--- src/hsf_map.vh ---
// Register map, field positions, reset values and averaging counts of the
// monitor special-function configuration block.
// Assumes inclusion by bare name from the design files of this block.
`ifndef HSF_MAP_VH
`define HSF_MAP_VH

// ------------------------------------------------------------------
// Register offsets
// ------------------------------------------------------------------
`define HSF_OFS_TEST_DIGITAL_VALUE 8'h4c
`define HSF_OFS_SPECIAL_FUNCTION 8'h4f

// ------------------------------------------------------------------
// Reset values
// ------------------------------------------------------------------
`define HSF_RST_TEST_DIGITAL_VALUE 8'h00
`define HSF_RST_SPECIAL_FUNCTION 8'h00

// ------------------------------------------------------------------
// Special-function fields
// ------------------------------------------------------------------
`define HSF_BIT_SHUTDOWN 0
`define HSF_BIT_CYCLE_MON 1
`define HSF_BIT_ALERT_EN 2
`define HSF_BIT_ALERT_VOLT 3
`define HSF_BIT_OFS_INTERNAL 4
`define HSF_BIT_LOW_AVG 5
`define HSF_WRITABLE_MASK 8'h3f

// ------------------------------------------------------------------
// Averaging counts
// ------------------------------------------------------------------
`define HSF_AVG_REMOTE_FULL 8'h80
`define HSF_AVG_OTHER_FULL 8'h08
`define HSF_AVG_REMOTE_LOW 8'h10
`define HSF_AVG_OTHER_LOW 8'h01

`endif

--- src/hsf_avg_sel.v ---
// Averaging-count selector for the measurement sequencer.
// Assumes the low-average configuration bit is a stable register output.
`timescale 1ns/1ps
`include "hsf_map.vh"

module hsf_avg_sel (
    input wire low_avg,
    output wire [7:0] remote_avg_count,
    output wire [7:0] other_avg_count
);

    // 128/8 samples normally; 16/1 when power saving is requested
    assign remote_avg_count = low_avg ? `HSF_AVG_REMOTE_LOW : `HSF_AVG_REMOTE_FULL;
    assign other_avg_count = low_avg ? `HSF_AVG_OTHER_LOW : `HSF_AVG_OTHER_FULL;

endmodule

--- src/hsf_pin_mux.v ---
// Role mux for the shared alert / address-bit / reset-pulse pin.
// Assumes all inputs come from flip-flops of the same clock domain.
`timescale 1ns/1ps

module hsf_pin_mux (
    input wire alert_en,
    input wire reset_pin_sel,
    input wire alert_assert,
    input wire reset_pulse_assert,
    output wire pin_drive_low,
    output wire pin_is_address
);

    // ------------------------------------------------------------------
    // Pin role
    // ------------------------------------------------------------------
    // Alert function wins; otherwise the voltage-id top bit picks the role
    assign pin_drive_low = alert_en ? alert_assert :
        (reset_pin_sel & reset_pulse_assert);
    assign pin_is_address = ~alert_en & ~reset_pin_sel;

endmodule

--- src/hsf_config.v ---
// Special-function and test-digital-value registers of the hardware
// monitor, with the shared alert pin drive and averaging selection.
// Assumes a register access port from the serial management interface:
// one-cycle write strobe with address and data, read data returned
// combinationally-free from a registered read path one cycle later.
`timescale 1ns/1ps
`include "hsf_map.vh"

// Overview of operation
// - Special-function bit 0 picks sleep (0, default) or shutdown (1).
// - Bit 1 picks continuous monitoring (0, default) or cycle monitoring (1).
// - Bit 2 set makes the shared pin the active-low thermal alert.
// - Bit 3 set lets voltages at or beyond limit pull the alert low.
// - Bit 4 applies temperature offset to external (0) or internal (1).
// - Bit 5 clear: average 128 remote, 8 voltage and internal samples.
// - Bit 5 set: average 16 remote, no averaging elsewhere, saving power.
// - Reserved bits 7:6 are read-only and read as zero.
// - Test digital value register is read/write, clears to zero at reset.
// - With alert off, voltage-id top bit picks address bit or reset pulse.
module hsf_config (
    input wire clk,
    input wire rst_n,
    input wire init,
    input wire reg_wr,
    input wire reg_rd,
    input wire [7:0] reg_addr,
    input wire [7:0] reg_wdata,
    input wire reset_pin_sel,
    input wire reset_pulse_req,
    input wire temp_over_limit,
    input wire volt_over_limit,
    output reg [7:0] reg_rdata,
    output reg reg_hit,
    output reg shutdown_mode,
    output reg cycle_monitor,
    output reg offset_internal,
    output reg [7:0] remote_avg_count,
    output reg [7:0] other_avg_count,
    output reg [7:0] test_digital_value,
    output reg overtemp_alert_pin_out,
    output reg overtemp_alert_pin_oe,
    output reg bus_address_lsb_pin_en
);

    // ------------------------------------------------------------------
    // Storage
    // ------------------------------------------------------------------
    reg [7:0] test_val_q;
    reg [5:0] special_q;

    wire wr_test = reg_wr && (reg_addr == `HSF_OFS_TEST_DIGITAL_VALUE);
    wire wr_special = reg_wr && (reg_addr == `HSF_OFS_SPECIAL_FUNCTION);
    wire [7:0] wdata_kept = reg_wdata & `HSF_WRITABLE_MASK;

    always @(posedge clk or negedge rst_n) begin
        if (!rst_n) begin
            test_val_q <= `HSF_RST_TEST_DIGITAL_VALUE;
            special_q <= 6'h00;
        end else if (init) begin
            // Initialization clears the same state as power-on reset
            test_val_q <= `HSF_RST_TEST_DIGITAL_VALUE;
            special_q <= 6'h00;
        end else begin
            if (wr_test) begin
                test_val_q <= reg_wdata;
            end
            if (wr_special) begin
                // Bits 7:6 have no storage, so writes to them vanish
                special_q <= wdata_kept[5:0];
            end
        end
    end

    // ------------------------------------------------------------------
    // Derived controls
    // ------------------------------------------------------------------
    wire [7:0] remote_cnt_w;
    wire [7:0] other_cnt_w;
    wire drive_low_w;
    wire addr_role_w;

    // Voltage faults only count when explicitly enabled
    wire alert_cause = temp_over_limit |
        (special_q[`HSF_BIT_ALERT_VOLT] & volt_over_limit);

    hsf_avg_sel u_avg (
        .low_avg(special_q[`HSF_BIT_LOW_AVG]),
        .remote_avg_count(remote_cnt_w),
        .other_avg_count(other_cnt_w)
    );

    hsf_pin_mux u_pin (
        .alert_en(special_q[`HSF_BIT_ALERT_EN]),
        .reset_pin_sel(reset_pin_sel),
        .alert_assert(alert_cause),
        .reset_pulse_assert(reset_pulse_req),
        .pin_drive_low(drive_low_w),
        .pin_is_address(addr_role_w)
    );

    // ------------------------------------------------------------------
    // Registered outputs and read path
    // ------------------------------------------------------------------
    always @(posedge clk or negedge rst_n) begin
        if (!rst_n) begin
            reg_rdata <= 8'h00;
            reg_hit <= 1'b0;
            shutdown_mode <= 1'b0;
            cycle_monitor <= 1'b0;
            offset_internal <= 1'b0;
            remote_avg_count <= `HSF_AVG_REMOTE_FULL;
            other_avg_count <= `HSF_AVG_OTHER_FULL;
            test_digital_value <= 8'h00;
            overtemp_alert_pin_out <= 1'b0;
            overtemp_alert_pin_oe <= 1'b0;
            bus_address_lsb_pin_en <= 1'b1;
        end else begin
            shutdown_mode <= special_q[`HSF_BIT_SHUTDOWN];
            cycle_monitor <= special_q[`HSF_BIT_CYCLE_MON];
            offset_internal <= special_q[`HSF_BIT_OFS_INTERNAL];
            remote_avg_count <= remote_cnt_w;
            other_avg_count <= other_cnt_w;
            test_digital_value <= test_val_q;
            // Open-drain: only ever drives low
            overtemp_alert_pin_out <= 1'b0;
            overtemp_alert_pin_oe <= drive_low_w;
            bus_address_lsb_pin_en <= addr_role_w;
            reg_hit <= 1'b0;
            if (reg_rd) begin
                if (reg_addr == `HSF_OFS_TEST_DIGITAL_VALUE) begin
                    reg_rdata <= test_val_q;
                    reg_hit <= 1'b1;
                end else if (reg_addr == `HSF_OFS_SPECIAL_FUNCTION) begin
                    // Neither register has reserved-one bits, so no bit is forced high
                    reg_rdata <= {2'b00, special_q};
                    reg_hit <= 1'b1;
                end else begin
                    // Other monitor registers live elsewhere
                    reg_rdata <= 8'h00;
                end
            end
        end
    end

endmodule

--- config.mk ---
export PLATFORM = sky130hd
export DESIGN_NAME = hsf_config
export DESIGN_NICKNAME = d
export VERILOG_FILES = /design/src/hsf_avg_sel.v /design/src/hsf_pin_mux.v /design/src/hsf_config.v
export VERILOG_INCLUDE_DIRS = /design/src /design/src/src
export SDC_FILE = /design/constraint.sdc
export NUM_CORES = 1
export LEC_CHECK = 0
export BUFFER_PORTS_ARGS = -buffer_cell sky130_fd_sc_hd__buf_2
export CAP_MARGIN = 0
export CORE_AREA = 2 2 76 56
export CTS_BUF_LIST = sky130_fd_sc_hd__clkbuf_16
export CTS_CLUSTER_SIZE = 8
export DETAILED_ROUTE_END_ITERATION = 12
export DIE_AREA = 0 0 78 58
export PLACE_DENSITY = 0.82
export SYNTH_ARGS = -nofsm -noshare
export SYNTH_HDL_FRONTEND = slang
export SYNTH_HIERARCHICAL = 1
export SYNTH_SLANG_ARGS = --single-unit
--- constraint.sdc ---
create_clock -name clk -period 1.75 [get_ports clk]
set_clock_uncertainty 0.15 [all_clocks]
set_input_delay 0.2625 -clock clk [delete_from_list [all_inputs] [get_ports clk]]
set_output_delay 0.2625 -clock clk [all_outputs]
set_load 0.01 [all_outputs]
# ---- Word-level counts from Yosys, hierarchy flattened
# Cells that the tools add are included.
# W data, S select, Z words.
dict set report totals {
  register_bits 52
  input_bits 25
  out_inout_bits 39
}
dict set report classes {
  n_eq_ne 2
  mux 12
  n_bitwise 6
  n_reduce_logical 4
}
# operator count
set ops {}
lappend ops {{$mux W8} 4}
lappend ops {{$mux W6} 3}
lappend ops {{$eq A8 B7 Y1 const B} 2}
lappend ops {{$mux W1} 4}
lappend ops {{$mux W4} 1}
lappend ops {{$reduce_bool A2 Y1} 2}
lappend ops {{$and A1 B1 Y1} 3}
lappend ops {{$logic_and A1 B1 Y1} 2}
lappend ops {{$not A1 Y1} 2}
lappend ops {{$or A1 B1 Y1} 1}

# ---- Longest topological paths before layout
dict set report depth {
  ltp_word 4
  depth_mapped 4
  ltp_nobuf 3
}

# ---- Modules after synthesis
# The synthesis kept the hierarchy.
# module n_inst cells_each area_per_inst_um2 seq_area_each_um2
set modules_own_cells {}
lappend modules_own_cells {hsf_config 1 119 1839.3 1305.0}
lappend modules_own_cells {hsf_avg_sel 1 17 120.1 0.0}
lappend modules_own_cells {hsf_pin_mux 1 4 16.3 0.0}

# ---- Worst setup path before layout
# No wires, ideal clock.
dict set report synth_path {
  path_type {input port to flip-flop}
  startpoint {input port reg_addr[0]}
  endpoint {register test_val_q[0]}
  setup_time_ns 0.079
  arrival_ns 1.202
  slack_ns 0.319
  stages 3
  n_path_buf 0
  path_cell_list {or2_2 > nor3_4 > mux2i_1}
}
dict set report synth_between {
  elab_chain_cells 3
}
# item line
set synth_lines {}
lappend synth_lines {{start: declaration} hsf_config.v:26} ;# input wire [7:0] reg_addr,
lappend synth_lines {{$eq A8 B7 Y1 (no line)} --}
lappend synth_lines {{$logic_and A1 B1 Y1} hsf_config.v:51} ;# wire wr_test = reg_wr && (reg_addr == `HSF_OFS_TEST_DIGITAL_VALUE);
lappend synth_lines {{$reduce_bool A2 Y1 (no line)} --}
lappend synth_lines {{end signal: assignment} hsf_config.v:57} ;# test_val_q <= `HSF_RST_TEST_DIGITAL_VALUE;
lappend synth_lines {{end signal: assignment} hsf_config.v:61} ;# test_val_q <= `HSF_RST_TEST_DIGITAL_VALUE;
lappend synth_lines {{end signal: assignment} hsf_config.v:65} ;# test_val_q <= reg_wdata;
lappend synth_lines {{end: declaration} hsf_config.v:48} ;# reg [7:0] test_val_q;
# Every way passes these cells.
# A chain may end at the register's enable or synchronous reset.

# ---- Worst setup path after layout
dict set report layout_path {
  startpoint {register bus_address_lsb_pin_en}
  endpoint {output port bus_address_lsb_pin_en}
}
# item line
set layout_rtl {}
lappend layout_rtl {{start: declaration} hsf_config.v:42} ;# output reg bus_address_lsb_pin_en
lappend layout_rtl {{start signal: assignment} hsf_config.v:127} ;# bus_address_lsb_pin_en <= addr_role_w;
# No word-level cell between the ends.

==> summary.txt <==
Outcome - completed
Core ar. - 0.003804 sq mm
Share of cells above drive strength 1 - 38.76%
DR iter-0 viols - 28
Critical path buffers and inverters - 1
Via Count - 1,188
Post-synth EDFFs - 0
H-tree Lvls - 2
Pre-Repair DR Iteration Count - 4
Clk_lat worst skew - 280 ps
Final hold violation count - 0
Power Density - 915.0 mW/mm^2
Vias in the first global route - 1,159
Crit path max-delay family - flip-flops
Synth unique cells - 25
Gpl congestion - 0.6832
Max FO, Critical Path - 1
Hold Path Class - in -> reg
# setup viols final - 0
Total track usage - 15.85%
Clock-pin slew on the worst setup and hold paths - 60 ps
WL final - 3.142 mm
Critical Path Start Type - flop
Largest net degree at the start of global routing - 53
Critical path class - reg -> out
Worst Path Required - 1340 ps
DP Worst Slack - 160.6 ps
Antenna Cells - 0
Synth Flop Type - dfrtp_1
Reg2reg start - reg_rdata[3]
Worst IR Drop VDD - 750.7 uV
Std-Cell Rows - 19
Post-CTS setup buffers - 0
Clock Path Buffers - 2
LEAKAGE - 1.321 nW
Die area - 0.004524 sq mm
HP Start - reset_pulse_req
Layout area overhead - 24.64%
Horiz. Die Dim - 78 microns
DRC Markers - 0
Antenna violations before repair - 0
Via-per-instance ratio - 4.552
Crit path time final - 1327 ps
Max-cap violations - 0
Ys async rst share - 100.0%
CTS resizes - 0
Synth area leader - dfrtp_1
Peak Freq - 753.4 MHz
PnR worst setup slack - 422.6 ps
CTS tree - built
Area of the multi-input gates - 565.5 sq um
Cell area after synthesis - 0.001976 sq mm
RSZ-0062 raised after global routing - false
CTS buffer count - 5
WHS Endpoint - overtemp_alert_pin_oe
Critical path depth - 1
Mean Syn Cell Area - 14.11 sq um
Top cell type's share of synthesized area - 62.06%
Most common cell in the netlist - dfrtp_1
Die Y-Extent - 58 microns
Min-Delay Path Depth - 3
CP max-delay cell - dfstp_2
Clk root buf - clkbuf_16
Storage element area - 0.001305 sq mm
Reg-to-reg endpoint - reg_rdata[3]
Syn Inst Count - 140
Post-synthesis sequential area ratio - 66.05%
First-pass GRT wire length - 5.319 mm
Routed Antenna Nets - 0
Final setup TNS - 0 ps
Top post-synthesis cells by count - dfrtp_1, nand2b_1, buf_4
Fillers - 322
Worst endpoint data arrival time - 910 ps
Post-layout util - 64.74%
Worst reg2reg setup slack - 700 ps
Buffers on Ports - 62
Starting Density - 51.94%
Placed wire-length estimate - 2.315 mm
Register bit total from synthesis - 52
Post-DR wirelength/cell - 12.04 microns
Pins Over Slew Limit - 0
Final worst path period share - 75.85%
I/O pin cnt - 64
CP Capture Type - primary output
Synth area leaders - dfrtp_1, mux2i_1, nand2b_1, buf_4, dfstp_2
Crit path cell chain - buf_2
Yosys Warn Count - 6
Fin nets - 233
# clock sinks - 52
R2R cell count - 2
Crit-path max cell delay - 510 ps
Gr ovfl total - 0
[power by group]
group / internal, mW / total, mW / switching [mW]
Clock: 0.519 / 0.903 / 0.384
Sequential: 1.22 / 1.22 / 0.00389
Combinational: 0.0565 / 0.126 / 0.0695
[final cells by class]
class | count | area share, %
repair buffers | 69 | 15.45
inverters | 2 | 0.3049
flip-flops and latches | 52 | 53.00
clock inverters | 3 | 0.5589
well taps | 52 | 2.642
multi-input cells | 78 | 22.97
clock buffers | 5 | 5.081
[through the flow]
stage               hold slack [ps]  power (mW)  cell area (sq um)  std cells
floorplan                    -183.1       1.313               2017        151
global placement              115.6       1.370               2303        251
detailed placement            119.0       1.372               2303        251
CTS                           57.31       2.273               2462        261
global route                  68.61       2.344               2462        261
finish                        58.49       2.253               2462        261
[per-layer routing]
| layer | wire (microns) | track usage [%] |
|---|---|---|
| met5 | 0 | 0 |
| met3 | 153 | 3.738 |
| met4 | 87 | 9.774 |
| met2 | 1539 | 25.86 |
| met1 | 1363 | 19.54 |
[cell families (layout without fill, tap and decap cells)]
logic type,after synthesis,in the layout,share of synthesized area (%)
multiplexers,14,14,7.093
AO/OA/AOI/OAI,11,11,4.940
buffers and inverters,21,79,7.410
other,2,13,0.3801
flip-flops,52,52,66.05
AND/OR/NAND/NOR,40,40,14.12
[state kept, by name, indices dropped and copies added (netlist names)]
name and cells:
offset_internal 1, remote_avg_count 8, special_q 6, bus_address_lsb_pin_en 1
overtemp_alert_pin_oe 1, reg_rdata 8, cycle_monitor 1, test_val_q 8
other_avg_count 8, reg_hit 1, test_digital_value 8, shutdown_mode 1
[cell usage in the layout (no fill, tap or decap)]
master,synthesis,final
dfrtp_1,49,49
clkinv_1,0,1
mux2i_1,14,14
clkinv_2,0,2
or3_1,1,1
buf_4,16,4
a22o_1,2,2
nand4bb_4,1,1
buf_12,0,1
a221o_1,6,6
nor3_1,1,1
nor3_2,1,1
nor3_4,1,1
and2b_1,2,2
buf_2,0,62
nor2b_1,4,4
or2_2,1,1
nor2_1,1,1
inv_1,2,2
a211oi_1,1,1
nand2b_1,22,22
dfstp_2,3,3
nand3b_1,2,2
dlygate4sd3_1,0,2
a21o_1,1,1
nand2_1,3,3
o21ai_1,1,1
conb_1,2,13
clkbuf_16,0,5
[worst max-delay path by stage]
| stage | startpoint | end | slack (ps) |
|---|---|---|---|
| global route | reg_addr[4] | test_val_q[1] | 400 |
| CTS | bus_address_lsb_pin_en | bus_address_lsb_pin_en | 410 |
| floorplan | reg_addr[0] | test_val_q[0] | 320 |
| detailed placement | reg_addr[4] | special_q[5] | 160 |
| finish | bus_address_lsb_pin_en | bus_address_lsb_pin_en | 420 |
| global placement | reg_addr[4] | special_q[2] | 190 |
[what timing repair did]
action | 4_1_cts | 5_1_grt
endpoints found under the setup margin | 0 | 0
hold buffers | 2 | 0
hold endpoints to repair | 50 | 0
Power figures use the tool's default switching activity.
